**src/rtl/alert_pin_one_pkg.sv**
```systemverilog
// shared constants and types for the first alert pin configuration block
package alert_pin_one_pkg;

    // command code under which the setup word is reached over the serial bus
    localparam logic [7:0] CMD_ALERT_PIN_ONE_SETUP = 8'hd5;

    // setup word geometry and reset value
    localparam int SETUP_WIDTH = 16;
    localparam logic [15:0] SETUP_RESET = 16'h8000;

    // number of alert sources with an enable bit, and where their field sits
    localparam int SRC_COUNT = 13;
    localparam int ENABLE_LSB = 3;
    localparam int ENABLE_MSB = 15;

    // enable bit positions inside the setup word
    localparam int SWITCH_DEGRADED_ALERT_ENABLE_BIT = 15;
    localparam int OUT_OVERCURRENT_FAULT_ALERT_ENABLE_BIT = 14;
    localparam int IN_OVERVOLT_FAULT_ALERT_ENABLE_BIT = 13;
    localparam int IN_UNDERVOLT_FAULT_ALERT_ENABLE_BIT = 12;
    localparam int COMM_LOGIC_FAULT_ALERT_ENABLE_BIT = 11;
    localparam int OUT_OVERCURRENT_WARN_ALERT_ENABLE_BIT = 10;
    localparam int SECOND_CURRENT_WARN_ALERT_ENABLE_BIT = 9;
    localparam int IN_OVERVOLT_WARN_ALERT_ENABLE_BIT = 8;
    localparam int IN_UNDERVOLT_WARN_ALERT_ENABLE_BIT = 7;
    localparam int AUX_OVERVOLT_WARN_ALERT_ENABLE_BIT = 6;
    localparam int AUX_UNDERVOLT_WARN_ALERT_ENABLE_BIT = 5;
    localparam int CURRENT_LIMIT_ALERT_ENABLE_BIT = 4;
    localparam int OVERPOWER_WARN_ALERT_ENABLE_BIT = 3;

    // pin function field and polarity bit
    localparam int FUNCTION_MSB = 2;
    localparam int FUNCTION_LSB = 1;
    localparam int OUTPUT_POLARITY_BIT = 0;

    // width of the comparator source index
    localparam int SELECT_WIDTH = 4;

    // what the pin does
    typedef enum logic [1:0] {
        FUNC_LATCHED_ALERT = 2'b00,
        FUNC_GPO = 2'b01,
        FUNC_CONVERSION_TRIGGER_INPUT_INPUT = 2'b10,
        FUNC_LIVE_COMPARE = 2'b11
    } alert_pin_function_e;

endpackage

```
**src/rtl/alert_pin_driver.sv**
```systemverilog
// pin function selection for the first alert pin
`timescale 1ns/1ps
`default_nettype none
module alert_pin_driver (
    input wire alert_pin_one_pkg::alert_pin_function_e pin_function,
    input wire logic output_polarity,
    input wire logic latched_request,
    input wire logic live_selected,
    output logic pull_low,
    output logic listen
);
    import alert_pin_one_pkg::*;

    // decide whether the open-drain pin is pulled low this cycle
    always_comb begin
        pull_low = 1'b0;
        listen = 1'b0;
        unique case (pin_function)
            FUNC_LATCHED_ALERT: begin
                pull_low = latched_request;
            end
            FUNC_GPO: begin
                // polarity zero holds the pin low, one releases it high
                pull_low = ~output_polarity;
            end
            FUNC_CONVERSION_TRIGGER_INPUT_INPUT: begin
                listen = 1'b1;
            end
            FUNC_LIVE_COMPARE: begin
                pull_low = live_selected;
            end
        endcase
    end

endmodule
`default_nettype wire

```
**src/rtl/alert_pin_one_setup.sv**
```systemverilog
// setup register and pin logic for the first alert-capable pin
`timescale 1ns/1ps
`default_nettype none

// How it works
// - degraded switch alerts, enable resets to one
// - output overcurrent fault alerts when enabled
// - input overvoltage fault alerts when enabled
// - input undervoltage fault alerts when enabled
// - comm or logic fault alerts when enabled
// - output overcurrent warning alerts when enabled
// - second current warning alerts when enabled
// - input overvoltage warning alerts when enabled
// - input undervoltage warning alerts when enabled
// - aux overvoltage warning alerts when enabled
// - aux undervoltage warning alerts when enabled
// - current limit fault alerts when enabled
// - overpower warning alerts when enabled
// - function 00 gives latched alert output
// - function 01 gives general purpose output
// - function 10 listens for conversion trigger
// - function 11 follows live selected status
// - polarity bit sets general purpose level
module alert_pin_one_setup #(
    parameter int SRC_COUNT = alert_pin_one_pkg::SRC_COUNT,
    parameter int SELECT_WIDTH = alert_pin_one_pkg::SELECT_WIDTH
) (
    input wire logic ref_clk,
    input wire logic resetn,
    // command port from the serial management front end
    input wire logic cmd_valid,
    input wire logic cmd_write,
    input wire logic [7:0] cmd_code,
    input wire logic [15:0] cmd_wdata,
    output logic cmd_done,
    output logic cmd_unsupported,
    output logic [15:0] cmd_rdata,
    // latched and live status from the fault monitor, msb is bit 15 source
    input wire logic [SRC_COUNT-1:0] status_latched,
    input wire logic [SRC_COUNT-1:0] status_live,
    input wire logic [SELECT_WIDTH-1:0] compare_select,
    // the open-drain pin as three signals
    input wire logic alert_pin_one_in,
    output logic alert_pin_one_out,
    output logic alert_pin_one_oe_n,
    // side outputs
    output logic alert_request,
    output logic conversion_trigger_input
);
    import alert_pin_one_pkg::*;

    // ------------------------------------------------------------------
    // setup word and its fields
    // ------------------------------------------------------------------

    // the one software visible word
    logic [SETUP_WIDTH-1:0] alert_pin_one_setup;
    logic [SETUP_WIDTH-1:0] next_alert_pin_one_setup;

    // field views of the setup word
    logic [SRC_COUNT-1:0] enables;
    alert_pin_function_e alert_pin_function;
    logic output_polarity;

    // named views of each enable, kept for readability of the map
    logic switch_degraded_alert_enable;
    logic out_overcurrent_fault_alert_enable;
    logic in_overvolt_fault_alert_enable;
    logic in_undervolt_fault_alert_enable;
    logic comm_logic_fault_alert_enable;
    logic out_overcurrent_warn_alert_enable;
    logic second_current_warn_alert_enable;
    logic in_overvolt_warn_alert_enable;
    logic in_undervolt_warn_alert_enable;
    logic aux_overvolt_warn_alert_enable;
    logic aux_undervolt_warn_alert_enable;
    logic current_limit_alert_enable;
    logic overpower_warn_alert_enable;

    // command answer registers
    logic next_cmd_done;
    logic next_cmd_unsupported;
    logic [15:0] next_cmd_rdata;

    // pin state registers
    logic next_alert_pin_one_out;
    logic next_alert_pin_one_oe_n;
    logic next_alert_request;
    logic next_conversion_trigger_input;

    // last sampled pin level, used for the trigger edge
    logic pin_prev;
    logic next_pin_prev;

    // combinational results of the two helper modules
    logic latched_request;
    logic live_selected;
    logic pull_low;
    logic listen;

    // decoded command hit
    logic setup_hit;

    // ------------------------------------------------------------------
    // field extraction
    // ------------------------------------------------------------------

    // the enable field runs from bit 15 down to bit 3, source index is
    // the bit position minus the field base
    assign enables = alert_pin_one_setup[ENABLE_MSB:ENABLE_LSB];
    assign alert_pin_function = alert_pin_function_e'(
        alert_pin_one_setup[FUNCTION_MSB:FUNCTION_LSB]);
    assign output_polarity = alert_pin_one_setup[OUTPUT_POLARITY_BIT];

    // individual enable bits
    assign switch_degraded_alert_enable =
        alert_pin_one_setup[SWITCH_DEGRADED_ALERT_ENABLE_BIT];
    assign out_overcurrent_fault_alert_enable =
        alert_pin_one_setup[OUT_OVERCURRENT_FAULT_ALERT_ENABLE_BIT];
    assign in_overvolt_fault_alert_enable =
        alert_pin_one_setup[IN_OVERVOLT_FAULT_ALERT_ENABLE_BIT];
    assign in_undervolt_fault_alert_enable =
        alert_pin_one_setup[IN_UNDERVOLT_FAULT_ALERT_ENABLE_BIT];
    assign comm_logic_fault_alert_enable =
        alert_pin_one_setup[COMM_LOGIC_FAULT_ALERT_ENABLE_BIT];
    assign out_overcurrent_warn_alert_enable =
        alert_pin_one_setup[OUT_OVERCURRENT_WARN_ALERT_ENABLE_BIT];
    assign second_current_warn_alert_enable =
        alert_pin_one_setup[SECOND_CURRENT_WARN_ALERT_ENABLE_BIT];
    assign in_overvolt_warn_alert_enable =
        alert_pin_one_setup[IN_OVERVOLT_WARN_ALERT_ENABLE_BIT];
    assign in_undervolt_warn_alert_enable =
        alert_pin_one_setup[IN_UNDERVOLT_WARN_ALERT_ENABLE_BIT];
    assign aux_overvolt_warn_alert_enable =
        alert_pin_one_setup[AUX_OVERVOLT_WARN_ALERT_ENABLE_BIT];
    assign aux_undervolt_warn_alert_enable =
        alert_pin_one_setup[AUX_UNDERVOLT_WARN_ALERT_ENABLE_BIT];
    assign current_limit_alert_enable =
        alert_pin_one_setup[CURRENT_LIMIT_ALERT_ENABLE_BIT];
    assign overpower_warn_alert_enable =
        alert_pin_one_setup[OVERPOWER_WARN_ALERT_ENABLE_BIT];

    // the gate takes the enables in field order; rebuild it from the
    // named bits so a misplaced constant shows up as a mismatch
    logic [SRC_COUNT-1:0] gate_enables;
    assign gate_enables = {
        switch_degraded_alert_enable,
        out_overcurrent_fault_alert_enable,
        in_overvolt_fault_alert_enable,
        in_undervolt_fault_alert_enable,
        comm_logic_fault_alert_enable,
        out_overcurrent_warn_alert_enable,
        second_current_warn_alert_enable,
        in_overvolt_warn_alert_enable,
        in_undervolt_warn_alert_enable,
        aux_overvolt_warn_alert_enable,
        aux_undervolt_warn_alert_enable,
        current_limit_alert_enable,
        overpower_warn_alert_enable
    };

    // ------------------------------------------------------------------
    // helper modules
    // ------------------------------------------------------------------

    // enable gating and live source pick
    alert_source_gate #(
        .SRC_COUNT(SRC_COUNT),
        .SELECT_WIDTH(SELECT_WIDTH)
    ) u_gate (
        .enables(gate_enables),
        .status_latched(status_latched),
        .status_live(status_live),
        .compare_select(compare_select),
        .latched_request(latched_request),
        .live_selected(live_selected)
    );

    // pin function mux
    alert_pin_driver u_driver (
        .pin_function(alert_pin_function),
        .output_polarity(output_polarity),
        .latched_request(latched_request),
        .live_selected(live_selected),
        .pull_low(pull_low),
        .listen(listen)
    );

    // ------------------------------------------------------------------
    // command handling
    // ------------------------------------------------------------------

    // only one command code belongs to this block
    assign setup_hit = (cmd_code == CMD_ALERT_PIN_ONE_SETUP);

    // write stores the whole word, read returns the stored word; any
    // other code is answered with a refusal and zero data so the front
    // end can nack it instead of hanging
    always_comb begin
        next_alert_pin_one_setup = alert_pin_one_setup;
        next_cmd_done = 1'b0;
        next_cmd_unsupported = 1'b0;
        next_cmd_rdata = cmd_rdata;
        if (cmd_valid) begin
            if (setup_hit) begin
                next_cmd_done = 1'b1;
                if (cmd_write) begin
                    // every bit is writable, none reserved
                    next_alert_pin_one_setup = cmd_wdata;
                    next_cmd_rdata = cmd_wdata;
                end else begin
                    next_cmd_rdata = alert_pin_one_setup;
                end
            end else begin
                // foreign code: refuse, leave setup untouched
                next_cmd_unsupported = 1'b1;
                next_cmd_rdata = 16'h0000;
            end
        end
    end

    // setup word and answer registers
    always_ff @(posedge ref_clk) begin
        if (!resetn) begin
            // reset value keeps the degraded switch alert armed
            alert_pin_one_setup <= SETUP_RESET;
            cmd_done <= 1'b0;
            cmd_unsupported <= 1'b0;
            cmd_rdata <= 16'h0000;
        end else begin
            alert_pin_one_setup <= next_alert_pin_one_setup;
            cmd_done <= next_cmd_done;
            cmd_unsupported <= next_cmd_unsupported;
            cmd_rdata <= next_cmd_rdata;
        end
    end

    // ------------------------------------------------------------------
    // pin drive and trigger detection
    // ------------------------------------------------------------------

    // the pin is open-drain: its data is always low and only the enable
    // moves; a high level comes from the board pull-up. the trigger is
    // a rising edge seen only while the pin listens; a mode change into
    // listen while our own drive holds the wire low can count one edge
    // from the release, since pin_prev keeps tracking the wire in every mode
    always_comb begin
        next_alert_pin_one_out = 1'b0;
        next_alert_pin_one_oe_n = ~pull_low;
        next_alert_request = latched_request;
        next_pin_prev = alert_pin_one_in;
        next_conversion_trigger_input =
            listen & alert_pin_one_in & ~pin_prev;
    end

    // pin registers; the pin is released at reset since the latched
    // request cannot exist before status arrives
    always_ff @(posedge ref_clk) begin
        if (!resetn) begin
            alert_pin_one_out <= 1'b0;
            alert_pin_one_oe_n <= 1'b1;
            alert_request <= 1'b0;
            conversion_trigger_input <= 1'b0;
            // idle line is high through the pull-up
            pin_prev <= 1'b1;
        end else begin
            alert_pin_one_out <= next_alert_pin_one_out;
            alert_pin_one_oe_n <= next_alert_pin_one_oe_n;
            alert_request <= next_alert_request;
            conversion_trigger_input <= next_conversion_trigger_input;
            pin_prev <= next_pin_prev;
        end
    end

endmodule
`default_nettype wire

```
**src/rtl/alert_source_gate.sv**
```systemverilog
// gating of fault and warning status bits by their alert enables
`timescale 1ns/1ps
`default_nettype none
module alert_source_gate #(
    parameter int SRC_COUNT = alert_pin_one_pkg::SRC_COUNT,
    parameter int SELECT_WIDTH = alert_pin_one_pkg::SELECT_WIDTH
) (
    input wire logic [SRC_COUNT-1:0] enables,
    input wire logic [SRC_COUNT-1:0] status_latched,
    input wire logic [SRC_COUNT-1:0] status_live,
    input wire logic [SELECT_WIDTH-1:0] compare_select,
    output logic latched_request,
    output logic live_selected
);
    import alert_pin_one_pkg::*;

    // per-source gated request
    logic [SRC_COUNT-1:0] gated;

    // each source passes only while its enable is one
    genvar g;
    generate
        for (g = 0; g < SRC_COUNT; g++) begin : gen_gate
            assign gated[g] = status_latched[g] & enables[g];
        end
    endgenerate

    // latched request is the or of all gated sources; the live bit is
    // picked by index, an index past the last source reads as quiet
    always_comb begin
        latched_request = |gated;
        live_selected = 1'b0;
        if (compare_select < SELECT_WIDTH'(SRC_COUNT)) begin
            live_selected = status_live[compare_select];
        end
    end

endmodule
`default_nettype wire

```
**config.mk**
```make
export PLATFORM = sky130hd
export DESIGN_NAME = alert_pin_one_setup
export DESIGN_NICKNAME = d
export VERILOG_FILES = /design/src/rtl/alert_pin_one_pkg.sv /design/src/rtl/alert_pin_driver.sv /design/src/rtl/alert_pin_one_setup.sv /design/src/rtl/alert_source_gate.sv
export SDC_FILE = /design/constraint.sdc
export NUM_CORES = 1
export LEC_CHECK = 0
export ABC_AREA = 1
export BUFFER_PORTS_ARGS = -buffer_cell sky130_fd_sc_hd__clkbuf_2
export CAP_MARGIN = 20
export CORE_MARGIN = 10
export CORE_UTILIZATION = 47
export DETAILED_ROUTE_END_ITERATION = 10
export PLACE_DENSITY_LB_ADDON = 0.2
export SYNTH_ARGS = -nofsm -noshare
export SYNTH_HDL_FRONTEND = slang
export SYNTH_HIERARCHICAL = 1
export SYNTH_SLANG_ARGS = --single-unit
```
**constraint.sdc**
```tcl
create_clock -name ref_clk -period 2.1 [get_ports ref_clk]
set_clock_uncertainty 0.15 [all_clocks]
set_input_delay 0.42 -clock ref_clk [delete_from_list [all_inputs] [get_ports ref_clk]]
set_output_delay 0.42 -clock ref_clk [all_outputs]
set_load 0.02 [all_outputs]
```
==> impl_metrics.json, run 1 <==
{
  "status": "finished clean",
  "grt_first_pass_wirelength_mm": 8.19,
  "first_pass_iters": 4,
  "seqCellArea_um2": 761,
  "min_period_over_period_pct": 67.1,
  "total_power_mw": 1.40,
  "clock_path_buffers": 2,
  "yosysMostFrequentCell": "nand2_1",
  "layout-drive-gt1-share_pct": 29.8,
  "core_um2": 3720,
  "synthDistinctLibCells": 25,
  "drt_wl_total_mm": 5.20,
  "pwr-share-comb_pct": 11.9,
  "wl_per_cell_um": 13.4,
  "grt_max_degree": 20,
  "rows": 22,
  "rsz0062_at_grt": "false",
  "p_leak_nw": 1.16,
  "drtIter0Drc": 112,
  "synthFlopType": "dfxtp_1",
  "fin_nets": 397,
  "yosysSeqAreaShare_pct": 41.3,
  "multi_input_area_um2": 910,
  "p_int_mw": 1.06,
  "clkTransAtPathRegs_ps": 70,
  "tritoncts": "done",
  "avgViaCountPerCell": 5.03,
  "cts_buffers": 5,
  "cp_cell_sequence": "clkbuf_2",
  "worst_slack_ps": 691,
  "gp_congestion": 0.817,
  "syn_inst": 262,
  "async_reset_ff_share_pct": 0,
  "grt-ovfl-total": 0,
  "syn-num-nets": 321,
  "dp_slack_ps": 477,
  "slowest_delay_ps": 360,
  "htreeDepth": 2,
  "cts_resized": 0,
  "vdd_drop_max_mv": 0.468,
  "synth_top_area_cell": "dfxtp_1",
  "maxSlewViolCount": 0,
  "syn2layout_area_growth_pct": 25.5,
  "remaining_drc_errors": 0,
  "final_area_um2": 2310,
  "synth.top_cell.area_share_pct": 41.3,
  "crit_fanout": 2,
  "synth_edf_count": 0,
  "end_kind": "output port",
  "port_buffers": 79,
  "io-pin-count": 81,
  "fin_setup_tns_ps": 0,
  "cp_num_buf_inv": 1,
  "root_buffer": "clkbuf_8",
  "power.net_switching_mw": 0.346,
  "ant_nets": 0,
  "power.density_nw_per_um2": 608,
  "dpl.hpwl_mm": 4.06,
  "grt_pass1_vias": 1828,
  "maxCapViolCount": 0,
  "die_area_um2": 6820,
  "chipWidth_um": 82.6,
  "crit_path_start_kind": "flip-flop",
  "finalHoldViolCount": 0,
  "fp.dieH_um": 82.6,
  "fmax_mhz": 710,
  "antenna_cells": 0,
  "synth_common_cells": "nand2_1 (110), dfxtp_1 (38), a21oi_1 (31), nand4_1 (18), inv_1 (13)",
  "netlist_top_cells_area": "dfxtp_1 (41%), nand2_1 (22%), a21oi_1 (8.4%), nand4_1 (6.1%), buf_6 (3.1%)",
  "rrSetupSlack_ps": 910,
  "netSwitchingFraction_pct": 24.6,
  "clk-insertion-delay-late_ps": 290,
  "crit_arrival_ps": 840,
  "clkPwrFrac_pct": 36.4,
  "holdCritPathClass": "in -> reg",
  "ys_warn_count": 6,
  "cts.sink_count": 38,
  "pwr-share-seq_pct": 51.7,
  "start_util_pct": 49.5,
  "vias": 1946,
  "postCtsHoldBufs": 0,
  "cts_setup_buffers": 0,
  "min_period_ps": 1410,
  "critPathKind": "reg -> out",
  "netlist_area_um2": 1840,
  "grt_usage_pct": 15.2,
  "placed_area_um2": 2220,
  "ys_seq_elements": 38,
  "setup_viol": 0,
  "antenna_found_initial": 0,
  "cp.required_ps": 1530,
  "path_delay_family": "flip-flops",
  "avgSynthCellArea_um2": 7.02,
  "cp_slowest_cell": "dfxtp_1",
  "num-fill-cells": 370
}
## final timing paths
path,start,endpoint,depth (start not counted)
worst min-delay path,alert_pin_one_in,pin_prev,2
worst min register to register,pin_prev,conversion_trigger_input,1
worst max-delay path,cmd_rdata[3],cmd_rdata[3],1
worst max register to register,alert_pin_one_setup[7],alert_pin_one_oe_n,6
## flip-flops by register name, indices dropped and copies added (netlist names)
signal / cells
alert_pin_one_setup: 16
cmd_rdata: 16
alert_pin_one_oe_n: 1
alert_request: 1
cmd_done: 1
cmd_unsupported: 1
conversion_trigger_input: 1
pin_prev: 1
## power by group through the flow
stage	clock, mW	sequential, mW	combinational, mW
after floorplan	0	0.747	0.0917
after global placement	0	0.743	0.165
after detailed placement	0	0.743	0.167
after CTS	0.525	0.726	0.168
after global routing	0.562	0.726	0.189
final	0.511	0.726	0.167
## cell usage in the layout, fill, tap and decap left out
master / synthesis / final
inv_1: 13 / 13
a211oi_1: 1 / 1
nor2_1: 6 / 6
or2_1: 1 / 1
nor3_1: 1 / 1
nand4_1: 18 / 18
clkinv_1: 1 / 1
clkbuf_1: 3 / 1
nor2_8: 2 / 2
a22o_1: 2 / 2
nand3b_1: 2 / 2
nand2_2: 4 / 4
or2_2: 1 / 1
clkbuf_8: 0 / 6
nand2_1: 110 / 110
dfxtp_1: 38 / 38
a21oi_1: 31 / 31
nand3_4: 1 / 1
o211ai_1: 1 / 1
clkinv_2: 0 / 1
nand3_1: 11 / 11
inv_2: 3 / 3
conb_1: 1 / 1
buf_4: 3 / 3
inv_4: 1 / 1
clkbuf_2: 0 / 79
## cells by family after synthesis
kind of cell	share of synthesized area, %
compound gates	10.2
buf+inv	9.25
flops	41.3
other cells	0.204
simple gates	39.0
## metal layers
metal | track usage (%) | share of wire [%] | up-vias
met3 | 6.37 | 11 | 8
met5 | 0 | 0 | -
li1 | - | - | 1008
met1 | 17.4 | 38 | 860
met4 | 3.85 | 1.4 | 0
met2 | 25.7 | 50 | 70
## cell type report
class                   instances  area share [%]
multi-input cells             193            39.4
flip-flops and latches         38            32.9
repair buffers                 82            18.1
clock buffers                   7            3.74
inverters                      18            3.03
well taps                      48            2.60
clock inverters                 1           0.217
## per-stage QoR
stage	util [%]	hold slack [ps]	cells
3_3_place_gp	59.7	220	379
4_1_cts	62.2	185	387
6_report	62.2	192	387
3_5_place_dp	59.7	240	379
2_1_floorplan	-	217	262
5_1_grt	62.2	187	387
(Power assumes the default switching activity.)
==> inputs of run 2 (changes only) <==
Clock period 2.1 ns to 1.3 ns, I/O delays scaled along.
==> run 2 against run 1 <==
  * Via count down 1.5%
  * Sequential cell count unchanged
  * Wire length is 1.6% higher
  * First-iteration DRC count grew 16%
  * Total power up 64%
  * Sequential share of layout area shrank 1.1 points
  * Worst hold slack got worse by 170 ps
  * Cell area is 3.4% higher
  * Setup slack worse by 600 ps
  * Register-to-register slack got worse by 800 ps
  * Utilization up 2.1 points
  * Critical endpoint is now cmd_rdata[12]
==> impl_metrics.json, run 2 (synthesis gave the netlist of run 1 again) <==
{
  "status": "finished clean",
  "top_regs": "alert_pin_one_setup x16, cmd_rdata x16",
  "cp_slowest_cell": "dfxtp_1",
  "clkTransAtPathRegs_ps": 80,
  "ant_nets": 0,
  "met3_length_um": 369,
  "clk-insertion-delay-late_ps": 290,
  "critPathKind": "reg -> out",
  "hold_ws_ps": 17.5,
  "mostFrequentLayoutCells": "nand2_1 (110), clkbuf_2 (79), dfxtp_1 (38), a21oi_1 (31), nand4_1 (18)",
  "holdCritPathClass": "in -> reg",
  "rsz0062_at_grt": "false",
  "cts_buffers": 5,
  "port_buffers": 79,
  "cp_num_buf_inv": 1,
  "finalHoldViolCount": 0,
  "pwr-share-seq_pct": 50.9,
  "tritoncts": "done",
  "pwr-share-comb_pct": 12.4,
  "dpl.hpwl_mm": 4.23,
  "chipWidth_um": 82.6,
  "vias": 1916,
  "fin_setup_tns_ps": 0,
  "cts_resized": 0,
  "crit_fanout": 2,
  "num-fill-cells": 354,
  "top_layer": "met4",
  "core_um2": 3720,
  "setup_viol": 0,
  "avgViaCountPerCell": 4.83,
  "grt_pass1_vias": 1919,
  "power.density_nw_per_um2": 965,
  "fin_nets": 407,
  "fp.dieH_um": 82.6,
  "grt_max_degree": 18,
  "final_core_utilization_pct": 64.3,
  "start_util_pct": 49.5,
  "instances_no_fill": 397,
  "io-pin-count": 81,
  "vdd_drop_max_mv": 0.764,
  "path_delay_family": "flip-flops",
  "grt_first_pass_wirelength_mm": 8.53,
  "final_area_um2": 2390,
  "grt-ovfl-total": 0,
  "antenna_found_initial": 0,
  "maxSlewViolCount": 0,
  "min_period_over_period_pct": 93.3,
  "clock_path_buffers": 2,
  "first_pass_iters": 6,
  "rows": 22,
  "crit_arrival_ps": 800,
  "p_leak_nw": 1.21,
  "layout_commonest_cell": "nand2_1",
  "crit_path_start_kind": "flip-flop",
  "clkPwrFrac_pct": 36.7,
  "maxCapViolCount": 0,
  "postCtsHoldBufs": 0,
  "drtIter0Drc": 130,
  "gp_congestion": 0.818,
  "cts.sink_count": 38,
  "min_period_ps": 1210,
  "power.net_switching_mw": 0.583,
  "grt_usage_pct": 16.0,
  "wl_per_cell_um": 13.3,
  "fmax_mhz": 825,
  "wl_met2_mm": 2.71,
  "drt_wl_total_mm": 5.28,
  "layout-drive-gt1-share_pct": 32.1,
  "end_kind": "output port",
  "cp_cell_sequence": "clkbuf_2",
  "htreeDepth": 2,
  "remaining_drc_errors": 0,
  "die_area_um2": 6820,
  "seqCellArea_um2": 761,
  "antenna_cells": 0,
  "place_inst": 389,
  "root_buffer": "clkbuf_8",
  "slowest_delay_ps": 340,
  "cp.required_ps": 890,
  "syn2layout_area_growth_pct": 29.8,
  "drt-met1-wl_mm": 2.12,
  "placed_area_um2": 2290,
  "multi_input_area_um2": 910,
  "netSwitchingFraction_pct": 25.3,
  "p_int_mw": 1.72,
  "cts_setup_buffers": 0
}
-- run 2: cell count changes in the layout (fill, tap and decap cells not counted), sizes merged --
cell,delta
clkbuf,-1
clkinvlp,+1
buf,+10
-- run 2: stage by stage --
| stage | power (mW) | setup WS (ps) |
|---|---|---|
| final | 2.31 | 87.3 |
| after global routing | 2.41 | 4.00 |
| after CTS | 2.32 | 76.5 |
| after detailed placement | 1.49 | -36.4 |
| after global placement | 1.48 | 8.36 |
| after floorplan | 1.35 | 132 |
-- run 2: final timing paths --
check,slack (ps),endpoint,start,cells after the start
setup / recovery,90,cmd_rdata[12],cmd_rdata[12],1
hold / removal,20,pin_prev,alert_pin_one_in,2
setup reg to reg,110,alert_pin_one_oe_n,alert_pin_one_setup[7],6
hold reg to reg,260,conversion_trigger_input,pin_prev,1
-- run 2: area by class of cell --
cell class,instances,area share [%]
multi-input combinational,193,38.1
tap,48,2.51
clock inverter,2,0.524
inverter,18,2.93
timing repair buffer,92,20.6
clock buffer,6,3.46
sequential,38,31.8
-- run 2: metal layers --
metal | vias to the layer above | global-route usage (%)
met5 | - | 0
met4 | 0 | 5.02
met3 | 8 | 4.97
met2 | 46 | 28.0
met1 | 838 | 18.1
li1 | 1024 | -
-- run 2: power by group through the flow --
stage,registers (mW),clock network (mW),logic [mW]
2_1_floorplan,1.21,0,0.148
3_3_place_gp,1.20,0,0.284
3_5_place_dp,1.20,0,0.285
4_1_cts,1.17,0.861,0.288
5_1_grt,1.17,0.915,0.322
6_report,1.17,0.847,0.286
